$ cat src/logic/serial_framer_consts.vh
// Overview of operation
// [RL1] Fields are hex digits; letters a to f only lowercase, both ways.
// [RL2] Every frame in either direction starts with asterisk 0x2A.
// [RL3] Host ends each request with carriage return 0x0D.
// [RL4] Device ends each response with caret 0x5E, never carriage return.
// [RL5] Address field is exactly two hex digits 0-9 or a-f.
// [RL6] Command field is exactly two hex digits 0-9 or a-f.
// [RL7] Address 00 is accepted and answered by every unit.
// [RL8] Value field is eight hex digits of a 32-bit two's-complement number.
// [RL9] Checksum is 8-bit wrapping sum of ASCII codes, sent as two lowercase digits.
// [RL10] Checksum excludes start character, checksum digits and terminator.
// [RL11] Device compares its computed checksum with received digits to pick response.
// [RL12] Write request: start, address, command, eight data digits, checksum, CR.
// [RL13] Good write echoes start, value, checksum of value, caret.
// [RL14] Query request: start, address, command, checksum, CR; no data.
// [RL15] Good query returns start, eight-digit value, its checksum, caret.
// [RL16] Bad checksum reply: start, eight uppercase X, digits c0, caret.
// [RL17] Setup jumper fitted at power-up forces address 0x63 for the session.
// [RL18] No reply to requests addressed to another unit.
// [RL19] Link is 9600 baud, no parity, one start and one stop bit.
// [RL20] Host should leave about one millisecond between characters.
// [RL21] Host pads send values with leading zeros to eight digits.
// [RL22] Host may verify response checksums to detect corruption.
// [RL23] Own address is written by command 2a, read by 43; 63 reserved.
// [RL24] Start character restarts parsing; malformed frames are dropped silently.
// [RL25] Fourteen characters between start and terminator mean write, six mean query.
`ifndef SERIAL_FRAMER_CONSTS_VH
`define SERIAL_FRAMER_CONSTS_VH

`define CH_START     8'h2A
`define CH_CR        8'h0D
`define CH_ACK       8'h5E
`define CH_ERR       8'h58
`define CH_DIG0      8'h30
`define CH_DIG9      8'h39
`define CH_LETA      8'h61
`define CH_LETF      8'h66
`define LET_OFS      8'h57
`define UNIV_ADDR    8'h00
`define SETUP_ADDR   8'h63
`define DEF_ADDR     8'h01
`define CMD_ADDR_WR  8'h2A
`define CMD_ADDR_RD  8'h43
`define LEN_WRITE    4'hE
`define LEN_QUERY    4'h6
`define LAST_IDX     4'hB
`define FIRST_DIG    4'h1
`define LAST_DIG     4'h8
`define SUM_HI_IDX   4'h9
`define SUM_LO_IDX   4'hA
`define UART_BITS    4'hA
`define RX_DATA_BITS 4'h8
`define CLK_HZ       25000000
`define BAUD_RATE    9600
// Clock over baud rate and its half, sized to the 12-bit bit counters
`define BIT_CYCLES   12'hA2C
`define HALF_CYCLES  12'h516

`endif

$ cat src/logic/ascii_serial_command_framer.v
`timescale 1ns/100ps
`include "serial_framer_consts.vh"

module ascii_serial_command_framer #(
  parameter [7:0]  RESET_ADDR = `DEF_ADDR,
  parameter [11:0] BIT_CYC    = `BIT_CYCLES,
  parameter [11:0] HALF_CYC   = `HALF_CYCLES
) (
  input  wire        mclk,
  input  wire        rst,
  input  wire        rxd,
  output wire        txd,
  output wire        tx_drive_en,
  input  wire        setup_jumper_pin_a,
  output wire        setup_jumper_pin_b,
  output reg         wr_stb,
  output reg         rd_req,
  output reg  [7:0]  cmd_code_field,
  output reg  [31:0] value_field,
  input  wire        rd_ack,
  input  wire [31:0] rd_value,
  output wire [7:0]  unit_addr_field
);

  // ==========================================================
  // Character helpers
  // [RL1] lowercase hex decode
  function [4:0] hex_dec;
    input [7:0] c;
    begin
      if (c >= `CH_DIG0 && c <= `CH_DIG9) begin
        hex_dec = {1'b1, c[3:0]};
      end else if (c >= `CH_LETA && c <= `CH_LETF) begin
        hex_dec = {1'b1, c[3:0] + 4'h9};
      end else begin
        hex_dec = 5'h00;
      end
    end
  endfunction

  // [RL9] lowercase hex encode
  function [7:0] hex_enc;
    input [3:0] n;
    begin
      if (n > 4'h9) begin
        hex_enc = {4'h0, n} + `LET_OFS;
      end else begin
        hex_enc = {4'h0, n} + `CH_DIG0;
      end
    end
  endfunction

  // ==========================================================
  // Setup jumper and own address
  reg        strap_taken_ff;
  reg        setup_mode_ff;
  reg  [7:0] addr_ff;
  wire [7:0] own_addr = setup_mode_ff ? `SETUP_ADDR : addr_ff;

  // Pin b is held low so a fitted jumper pulls pin a low
  assign setup_jumper_pin_b = 1'b0;
  assign unit_addr_field    = own_addr;

  // [RL17] strap caught after reset
  always @(posedge mclk) begin
    if (rst) begin
      strap_taken_ff <= 1'b0;
      setup_mode_ff  <= 1'b0;
    end else if (!strap_taken_ff) begin
      strap_taken_ff <= 1'b1;
      setup_mode_ff  <= ~setup_jumper_pin_a;
    end
  end

  // ==========================================================
  // Receiver
  // [RL19] 8N1 at the link rate
  reg  [11:0] rx_cnt_ff;
  reg  [3:0]  rx_bit_ff;
  reg  [7:0]  rx_sh_ff;
  reg         rx_busy_ff;
  reg         rx_stb_ff;
  reg  [7:0]  rx_byte_ff;

  always @(posedge mclk) begin
    if (rst) begin
      rx_cnt_ff  <= 12'h000;
      rx_bit_ff  <= 4'h0;
      rx_sh_ff   <= 8'h00;
      rx_busy_ff <= 1'b0;
      rx_stb_ff  <= 1'b0;
      rx_byte_ff <= 8'h00;
    end else begin
      rx_stb_ff <= 1'b0;
      if (!rx_busy_ff) begin
        if (!rxd) begin
          rx_busy_ff <= 1'b1;
          rx_cnt_ff  <= HALF_CYC;
          rx_bit_ff  <= 4'h0;
        end
      end else if (rx_cnt_ff != 12'h000) begin
        rx_cnt_ff <= rx_cnt_ff - 12'h001;
      end else begin
        rx_cnt_ff <= BIT_CYC - 12'h001;
        rx_bit_ff <= rx_bit_ff + 4'h1;
        if (rx_bit_ff == 4'h0) begin
          // Glitch on the line rather than a real start bit
          if (rxd) begin
            rx_busy_ff <= 1'b0;
          end
        end else if (rx_bit_ff <= `RX_DATA_BITS) begin
          rx_sh_ff <= {rxd, rx_sh_ff[7:1]};
        end else begin
          rx_busy_ff <= 1'b0;
          // A framing error drops the character
          if (rxd) begin
            rx_stb_ff  <= 1'b1;
            rx_byte_ff <= rx_sh_ff;
          end
        end
      end
    end
  end

  // ==========================================================
  // Frame parser
  localparam P_HUNT = 1'b0;
  localparam P_BODY = 1'b1;

  reg         pstate_ff;
  reg  [3:0]  pcnt_ff;
  reg  [55:0] nib_ff;
  reg  [7:0]  acc_ff;
  reg  [7:0]  lag1_ff;
  reg  [7:0]  lag2_ff;
  reg         frame_ff;
  wire [4:0]  dec = hex_dec(rx_byte_ff);

  always @(posedge mclk) begin
    if (rst) begin
      pstate_ff <= P_HUNT;
      pcnt_ff   <= 4'h0;
      nib_ff    <= 56'h0;
      acc_ff    <= 8'h00;
      lag1_ff   <= 8'h00;
      lag2_ff   <= 8'h00;
      frame_ff  <= 1'b0;
    end else begin
      frame_ff <= 1'b0;
      if (rx_stb_ff) begin
        // [RL2] [RL24] start restarts
        if (rx_byte_ff == `CH_START) begin
          pstate_ff <= P_BODY;
          pcnt_ff   <= 4'h0;
          acc_ff    <= 8'h00;
          lag1_ff   <= 8'h00;
          lag2_ff   <= 8'h00;
        end else if (pstate_ff == P_BODY) begin
          // [RL3] [RL25] terminator and length
          if (rx_byte_ff == `CH_CR) begin
            pstate_ff <= P_HUNT;
            frame_ff  <= (pcnt_ff == `LEN_WRITE) || (pcnt_ff == `LEN_QUERY);
          end else if (!dec[4] || pcnt_ff == `LEN_WRITE) begin
            // [RL24] bad character or overlong
            pstate_ff <= P_HUNT;
          end else begin
            // [RL10] lags drop the checksum digits
            pcnt_ff <= pcnt_ff + 4'h1;
            nib_ff  <= {nib_ff[51:0], dec[3:0]};
            acc_ff  <= acc_ff + rx_byte_ff;
            lag1_ff <= acc_ff;
            lag2_ff <= lag1_ff;
          end
        end
      end
    end
  end

  // [RL5] [RL6] [RL12] [RL14] field positions
  wire        is_write = (pcnt_ff == `LEN_WRITE);
  wire [7:0]  f_addr   = is_write ? nib_ff[55:48] : nib_ff[23:16];
  wire [7:0]  f_cmd    = is_write ? nib_ff[47:40] : nib_ff[15:8];
  // [RL8] send value
  wire [31:0] f_data   = nib_ff[39:8];
  // [RL7] [RL18] address match
  wire        addr_hit = (f_addr == `UNIV_ADDR) || (f_addr == own_addr);
  // [RL11] checksum compare
  wire        sum_ok   = (nib_ff[7:0] == lag2_ff);

  // ==========================================================
  // Command control and response
  localparam C_IDLE  = 2'h0;
  localparam C_QWAIT = 2'h1;
  localparam C_SEND  = 2'h2;

  reg  [1:0]  cstate_ff;
  reg  [31:0] resp_ff;
  reg         err_ff;
  reg  [3:0]  idx_ff;
  reg  [7:0]  tsum_ff;
  reg         tx_start_ff;
  reg  [7:0]  tx_byte_ff;
  reg         tx_busy_ff;
  reg  [9:0]  tx_sh_ff;
  reg  [3:0]  tx_bits_ff;
  reg  [11:0] tx_cnt_ff;
  reg  [7:0]  ch;

  // Response character at the current index
  always @* begin
    if (idx_ff == 4'h0) begin
      ch = `CH_START;
    end else if (idx_ff <= `LAST_DIG) begin
      // [RL16] error digits
      ch = err_ff ? `CH_ERR : hex_enc(resp_ff[31:28]);
    end else if (idx_ff == `SUM_HI_IDX) begin
      ch = hex_enc(tsum_ff[7:4]);
    end else if (idx_ff == `SUM_LO_IDX) begin
      ch = hex_enc(tsum_ff[3:0]);
    end else begin
      // [RL4] caret terminator
      ch = `CH_ACK;
    end
  end

  always @(posedge mclk) begin
    if (rst) begin
      cstate_ff      <= C_IDLE;
      resp_ff        <= 32'h0;
      err_ff         <= 1'b0;
      idx_ff         <= 4'h0;
      tsum_ff        <= 8'h00;
      tx_start_ff    <= 1'b0;
      tx_byte_ff     <= 8'h00;
      addr_ff        <= RESET_ADDR;
      wr_stb         <= 1'b0;
      rd_req         <= 1'b0;
      cmd_code_field <= 8'h00;
      value_field    <= 32'h0;
    end else begin
      wr_stb      <= 1'b0;
      tx_start_ff <= 1'b0;
      case (cstate_ff)
        C_IDLE: begin
          // Frames that finish while a reply is pending are dropped
          if (frame_ff && addr_hit) begin
            idx_ff         <= 4'h0;
            tsum_ff        <= 8'h00;
            err_ff         <= ~sum_ok;
            cmd_code_field <= f_cmd;
            if (!sum_ok) begin
              cstate_ff <= C_SEND;
            end else if (is_write) begin
              // [RL13] echo send value
              resp_ff     <= f_data;
              value_field <= f_data;
              cstate_ff   <= C_SEND;
              // [RL23] address write, 63 refused
              // Address commands stay internal, so storage sees no strobe
              if (f_cmd == `CMD_ADDR_WR) begin
                if (f_data[7:0] != `SETUP_ADDR) begin
                  addr_ff <= f_data[7:0];
                end
              end else begin
                wr_stb <= 1'b1;
              end
            end else if (f_cmd == `CMD_ADDR_RD) begin
              // [RL23] address read
              resp_ff   <= {24'h0, own_addr};
              cstate_ff <= C_SEND;
            end else begin
              rd_req    <= 1'b1;
              cstate_ff <= C_QWAIT;
            end
          end
        end
        C_QWAIT: begin
          // [RL15] return value from storage
          // Read data is taken on the answering edge only
          if (rd_ack) begin
            rd_req    <= 1'b0;
            resp_ff   <= rd_value;
            cstate_ff <= C_SEND;
          end
        end
        C_SEND: begin
          if (!tx_busy_ff && !tx_start_ff) begin
            tx_start_ff <= 1'b1;
            tx_byte_ff  <= ch;
            idx_ff      <= idx_ff + 4'h1;
            // [RL9] [RL10] sum value digits only
            if (idx_ff >= `FIRST_DIG && idx_ff <= `LAST_DIG) begin
              tsum_ff <= tsum_ff + ch;
              resp_ff <= {resp_ff[27:0], 4'h0};
            end
            if (idx_ff == `LAST_IDX) begin
              cstate_ff <= C_IDLE;
            end
          end
        end
        default: begin
          cstate_ff <= C_IDLE;
        end
      endcase
    end
  end

  // ==========================================================
  // Transmitter
  // [RL19] 8N1 transmit
  always @(posedge mclk) begin
    if (rst) begin
      tx_busy_ff <= 1'b0;
      tx_sh_ff   <= 10'h3FF;
      tx_bits_ff <= 4'h0;
      tx_cnt_ff  <= 12'h000;
    end else if (tx_start_ff) begin
      tx_busy_ff <= 1'b1;
      tx_sh_ff   <= {1'b1, tx_byte_ff, 1'b0};
      tx_bits_ff <= `UART_BITS;
      tx_cnt_ff  <= BIT_CYC - 12'h001;
    end else if (tx_busy_ff) begin
      if (tx_cnt_ff != 12'h000) begin
        tx_cnt_ff <= tx_cnt_ff - 12'h001;
      end else if (tx_bits_ff == 4'h1) begin
        tx_busy_ff <= 1'b0;
        tx_sh_ff   <= 10'h3FF;
      end else begin
        tx_cnt_ff  <= BIT_CYC - 12'h001;
        tx_bits_ff <= tx_bits_ff - 4'h1;
        tx_sh_ff   <= {1'b1, tx_sh_ff[9:1]};
      end
    end
  end

  assign txd = tx_sh_ff[0];
  // Driver stays on between characters of one reply to avoid bus turnarounds.
  // The start pulse counts too: the send state ends on the edge that launches
  // the caret, one cycle before the shifter reports busy.
  assign tx_drive_en = tx_busy_ff | tx_start_ff | (cstate_ff == C_SEND);

endmodule

$ cat config.mk
export PLATFORM = sky130hd
export DESIGN_NAME = ascii_serial_command_framer
export DESIGN_NICKNAME = d
export VERILOG_FILES = /design/src/logic/ascii_serial_command_framer.v
export VERILOG_INCLUDE_DIRS = /design/src /design/src/logic
export SDC_FILE = /design/constraint.sdc
export NUM_CORES = 1
export LEC_CHECK = 0
export BUFFER_PORTS_ARGS = -buffer_cell sky130_fd_sc_hd__buf_2
export CORE_UTILIZATION = 55
export DETAILED_ROUTE_END_ITERATION = 12
export GPL_TIMING_DRIVEN = 0
export PLACE_DENSITY = 0.77
export SLEW_MARGIN = 20
export SYNTH_ARGS = -nofsm -noshare
export SYNTH_HDL_FRONTEND = slang
export SYNTH_SLANG_ARGS = --single-unit
$ cat constraint.sdc
create_clock -name mclk -period 3.49 [get_ports mclk]
set_input_delay 0.349 -clock mclk [delete_from_list [all_inputs] [get_ports mclk]]
set_output_delay 0.349 -clock mclk [all_outputs]
set_load 0.005 [all_outputs]
Word-level counts from Yosys, hierarchy flattened
Index checks and enable logic that the tools add are counted.
- add/sub/neg operators: 15
- magnitude comparators: 10
- eq/ne operators: 32
- mux-type cells: 93
- bitwise gates (word level): 19
- reductions and logical operators: 47
- operators with widths (operator ; count):
    two-way mux 32 bit ; 7
    two-way mux 8 bit ; 26
    case mux 32 bit (3 select lines) ; 1
    two-way mux 12 bit ; 7
    two-way mux 4 bit ; 13
    two-way mux 9 bit ; 4
    != test 2 bit, second input constant ; 14
    adder 4 x 7 -> 8 bit, second input constant ; 3
    nonzero test 12 bit ; 2
    subtractor 12 x 1 -> 12 bit, second input constant ; 2
    two-way mux 1 bit ; 22
    adder 4 x 6 -> 7 bit, second input constant ; 3
    AND reduction 4 bit ; 5
    NOT 1 bit ; 17
    adder 8 bit ; 2
    equality test 4 bit, second input constant ; 4
    equality test 8 x 6 -> 1 bit, second input constant ; 2
    equality test 8 bit ; 2
    case mux 8 bit (2 select lines) ; 1
    OR reduction 5 bit ; 3
    two-way mux 2 bit ; 7
    AND reduction 2 bit ; 7
    adder 4 x 1 -> 4 bit, second input constant ; 3
    > comparator 4 bit, second input constant ; 3
    other kinds (35) ; 56
- register bits: 255
- input port bits: 37
- output and inout port bits: 53
- logic and storage cells: 250

Longest topological paths before layout
- depth in word-level cells: 10
- mapped depth: 19
- mapped depth without buffers: 19

Worst setup path before layout
Ideal clock, no wire load.
- kind: register to register
- from: register tsum_ff[1]
- to: register tsum_ff[7]
- setup time: 70 ps
- data arrival time: 3213 ps
- data required time: 3420 ps
- path slack: 206 ps
- cell stages (with the launch flop): 19
- buffers on the path: 0
- period minus slack after synthesis: 3284 ps
- cell sequence: dfxtp_1 -> inv_1 -> ha_1 -> nor2_1 -> o21ai_1 -> nor2_1 -> a211oi_1 -> a21oi_1 -> a221oi_1 -> inv_1 -> ha_1 -> a21o_1 -> a21oi_1 -> nor2b_1 -> o21a_1 -> nor4_1 -> nor4b_1 -> mux2_2 -> a21oi_1
- cells in the longest elaborated chain, start to end: 10
- elaborated cells between the ends (all ways): 12
- classes of those cells: 3 x add/sub; 1 x order compare; 8 x mux
- ends and longest elaborated chain (element ; line ; RTL):
    start: declaration ; ascii_serial_command_framer.v:200 ; reg [7:0] tsum_ff;
    start signal: assignment ; ascii_serial_command_framer.v:293 ; tsum_ff <= tsum_ff + ch;
    adder 4 x 7 -> 8 bit (no source line), or another cell as far along ; - ;
    two-way mux 8 bit (*) ; ascii_serial_command_framer.v:45 ; if (n > 4'h9) begin
    two-way mux 8 bit (*) ; ascii_serial_command_framer.v:218 ; end else if (idx_ff == `SUM_LO_IDX) begin
    two-way mux 8 bit (*) ; ascii_serial_command_framer.v:216 ; end else if (idx_ff == `SUM_HI_IDX) begin
    two-way mux 8 bit (*) ; ascii_serial_command_framer.v:213 ; end else if (idx_ff <= `LAST_DIG) begin
    two-way mux 8 bit (*) ; ascii_serial_command_framer.v:211 ; if (idx_ff == 4'h0) begin
    via ch[1] ; ascii_serial_command_framer.v:207 ; reg [7:0] ch;
    adder 8 bit (*) ; ascii_serial_command_framer.v:293 ;
    two-way mux 8 bit (*) ; ascii_serial_command_framer.v:292 ; if (idx_ff >= `FIRST_DIG && idx_ff <= `LAST_DIG) begin
    two-way mux 8 bit (*) ; ascii_serial_command_framer.v:287 ; if (!tx_busy_ff && !tx_start_ff) begin
    case mux 8 bit (2 select lines) (*) ; ascii_serial_command_framer.v:243 ; case (cstate_ff)
The timed path passes the listed nets; every way through them passes the cells marked *. The select of a mux whose other input is x is not followed.
A chain may end at the register's enable or synchronous reset.

Worst setup path in the final report
- from: register idx_ff[1]
- to: register tsum_ff[7]
- cells in the longest elaborated chain, start to end: 9
- elaborated cells between the ends (all ways): 16
- classes of those cells: 1 x add/sub; 2 x order compare; 3 x eq/ne; 7 x mux; 3 x reduce/logical
- ends and longest elaborated chain (element ; line ; RTL):
    start: declaration ; ascii_serial_command_framer.v:199 ; reg [3:0] idx_ff;
    start signal: assignment ; ascii_serial_command_framer.v:290 ; idx_ff <= idx_ff + 4'h1;
    equality test 4 bit (no source line) ; - ;
    two-way mux 8 bit ; ascii_serial_command_framer.v:218 ;
    two-way mux 8 bit ; ascii_serial_command_framer.v:216 ;
    two-way mux 8 bit ; ascii_serial_command_framer.v:213 ;
    two-way mux 8 bit (*) ; ascii_serial_command_framer.v:211 ;
    via ch[1] ; ascii_serial_command_framer.v:207 ;
    adder 8 bit (*) ; ascii_serial_command_framer.v:293 ;
    two-way mux 8 bit (*) ; ascii_serial_command_framer.v:292 ;
    two-way mux 8 bit (*) ; ascii_serial_command_framer.v:287 ;
    case mux 8 bit (2 select lines) (*) ; ascii_serial_command_framer.v:243 ;
Marks and branches as above.

==> impl_metrics.py <==
metrics = {
    "outcome": {
        "status": "completed",
    },
    "worst_hold_path": {
        "hp-class": "primary input to flop",
    },
    "worst_setup_path": {
        "crit_fanout": 6,
        "required_ns": 3.94,
        "ff2ff_setup_slack_ns": 0.07,
        "crit_buf_inv": 2,
        "critPathSlowestCell": "mux2_2",
        "cp_common_cell": "a21oi_1",
        "cp_cell_sequence": "inv_1 > ha_1 > nand2_2 > nand3_2 > a211oi_2 > a21oi_1 > a221oi_4 > inv_1 > ha_1 > a21o_1 > a21oi_1 > nor2b_1 > o21a_1 > nor4_2 > nor4b_2 > mux2_2 > a21oi_1",
        "worstSetupPathType": "flop to flop",
        "end_kind": "flop",
        "slowest_delay_ns": 0.39,
        "cp.arrival_ns": 3.88,
        "worst_path_dominant_cell_family": "compound AO/OA/AOI/OAI gates",
        "start_kind": "flop",
    },
    "floorplanning": {
        "die_x_um": 150,
        "pin_count": 90,
        "num_rows": 53,
        "start_util_pct": 56.9,
        "die_area_mm2": 0.0226,
        "die_h_um": 150,
        "coreArea_mm2": 0.0213,
    },
    "drt": {
        "dr.pass1.iters": 7,
        "wl_mm": 34.5,
        "ant_nets": 0,
        "drc": 0,
        "drt_iter0_markers": 858,
        "avgViaCountPerCell": 6.11,
        "post_drt_wl_per_cell_um": 18.4,
        "num_vias": 11400,
    },
    "placement": {
        "hpwl_mm": 24.2,
        "portBuffers": 87,
        "dpl.cell_count": 1825,
        "gp_congestion": 0.942,
    },
    "global_route": {
        "grt_max_degree": 15,
        "grt_antenna_before_repair": 0,
        "first_global_vias": 10500,
        "grt_pass1_wl_mm": 54.2,
        "grt_use_total_pct": 30.3,
        "gr-total-overflow": 0,
    },
    "yosys": {
        "ys_ff_latch": 253,
        "yosysWarnings": 0,
        "synth.area.top_cells": "dfxtp_1, a21oi_1, nor2_1, nand2_1, mux2i_1",
        "synth_area_mm2": 0.0121,
        "ys_seq_area_share_pct": 41.9,
        "netlist_instances": 1463,
        "yosysTopAreaCell": "dfxtp_1",
        "postSynth.asyncResetShare_pct": 0,
        "synth_cell_types": 71,
        "synth.top_cell.area_share_pct": 41.9,
        "synth_fp_nets": 1543,
        "synth-edff-count": 0,
        "avgSynthCellArea_um2": 8.27,
        "synth-main-ff-cell": "dfxtp_1",
    },
    "timing": {
        "slew_headroom_pct": 45.6,
        "fmax_mhz": 292,
        "min_period_over_period_pct": 98.1,
        "rsz0062_at_grt": "yes",
        "fin_crit_ns": 3.42,
        "hold_viol_final": 0,
        "tns_ns": 0,
        "worstMarginPinSlew_ns": 0.817,
        "skew_ns": 0.0117,
        "drv_slew": 0,
        "setup_violations": 0,
    },
    "cts": {
        "cts_tree": "built",
        "clock_sinks": 253,
        "clk_pin_slew_worst_paths_ns": 0.06,
        "clk_path_buf_depth": 3,
        "htree_levels": 1,
        "cts-root-buf": "clkbuf_16",
        "cts_buffers": 26,
        "clk_latency_ns": 0.54,
    },
    "pwr": {
        "leakage_nw": 5.19,
        "powerDensity_mw_per_mm2": 463,
        "peakVddDrop_v": 0.000366,
        "power.total_mw": 6.45,
    },
    "flow_run": {
        "max-cap-violations": 0,
    },
    "cells_and_area": {
        "antenna_cells": 0,
        "final_cell_count_no_fill": 1874,
        "drive_gt1_share_pct": 12.4,
        "final_nets": 1663,
        "final_common_cell": "dfxtp_1",
        "final_cell_mix": "dfxtp_1, nand2_1, nor2_1",
        "area_growth_pct": 15.1,
        "utilization_pct": 65.4,
        "fillCellCount": 1813,
    },
}
==> power breakdown <==
group / internal (mW) / switching [mW] / leakage, nW
Combinational: 0.202 / 0.372 / 2.72
Clock: 1.67 / 1.16 / 0.419
Sequential: 2.98 / 0.0718 / 2.05
==> synthesized netlist by cell type (12+ instances only) <==
cell,n
clkbuf_1,82
a222oi_1,24
inv_1,42
or3_1,12
a31oi_1,13
nand2_1,180
a22oi_1,22
mux2i_1,59
nor3_1,33
dfxtp_1,253
nor2_1,182
a21oi_1,174
nor4_1,16
a211oi_1,42
ha_1,41
nand2b_1,13
o21ai_0,44
xnor2_1,32
nand3_1,34
==> final timing paths <==
check	startpoint	end	cells after the start
worst max-delay path	idx_ff[1]	tsum_ff[7]	17
worst max register to register	idx_ff[1]	tsum_ff[7]	17
worst min register to register	rx_cnt_ff[10]	rx_cnt_ff[10]	2
worst min-delay path	rd_ack	rd_req	4
==> worst min-delay path, delay by kind of cell <==
family,cells,cell delay (ns)
AO/OA/AOI/OAI,1,0.06
buffers and inverters,1,0.11
AND/OR/NAND/NOR,2,0.12
==> flip-flops by register name, indices dropped and copies added, names as in the netlist, 7 cells and up <==
register        cells
acc_ff              8
addr_ff             8
cmd_code_field      8
lag1_ff             8
lag2_ff             8
nib_ff             56
resp_ff            32
rx_byte_ff          8
rx_cnt_ff          12
rx_sh_ff            8
tsum_ff             8
tx_byte_ff          7
tx_cnt_ff          12
tx_sh_ff            9
value_field        32
==> final cells by class <==
class                           count  area [µm²]  area share, %
Buffer                             97         415           2.98
Tap cell                          275         344           2.47
Timing Repair Buffer               93         480           3.45
Clock buffer                       34         721           5.18
Clock inverter                     10         145           1.04
Multi-Input combinational cell   1069        6580           47.3
Sequential cell                   253        5070           36.4
Inverter                           43         161           1.16
==> stage by stage <==
stage	hold slack (ns)	worst slack (ns)	cell area, µm²
after global placement	0.443	-0.559	12900
after detailed placement	0.451	-0.625	12900
after global routing	0.148	-0.114	13900
final	0.151	0.0660	13900
after CTS	0.120	0.00126	13800
after floorplan	0.432	0.206	12100
==> logic make-up (layout without fill, tap and decap cells) <==
kind of cell,Yosys count,after routing,synth area share (%)
multiplexers,60,60,4.97
adder cells (fa/ha/maj),43,43,4.57
flip-flops,253,253,41.9
other,1,1,0.0310
AND/OR/NAND/NOR,540,540,20.5
buffers and inverters,141,277,4.74
XOR/XNOR,40,40,2.89
AO/OA/AOI/OAI,385,385,20.5
==> per-layer routing <==
| metal | GRT usage (%) | vias to the layer above | wire [µm] |
|---|---|---|---|
| met5 | 0 | - | 0 |
| met4 | 10.2 | 0 | 965 |
| met3 | 4.73 | 79 | 3120 |
| met2 | 49.5 | 479 | 16100 |
| met1 | 40.5 | 5406 | 14400 |
| li1 | - | 5480 | - |
==> repair_timing <==
action                                  4_1_cts  5_1_grt
hold buffers                                  0        0
setup buffers                                 1        5
pin swaps                                     1        6
endpoints found under the setup margin        3      131
resized for setup                            10       36
(Power assumes the default switching activity.)
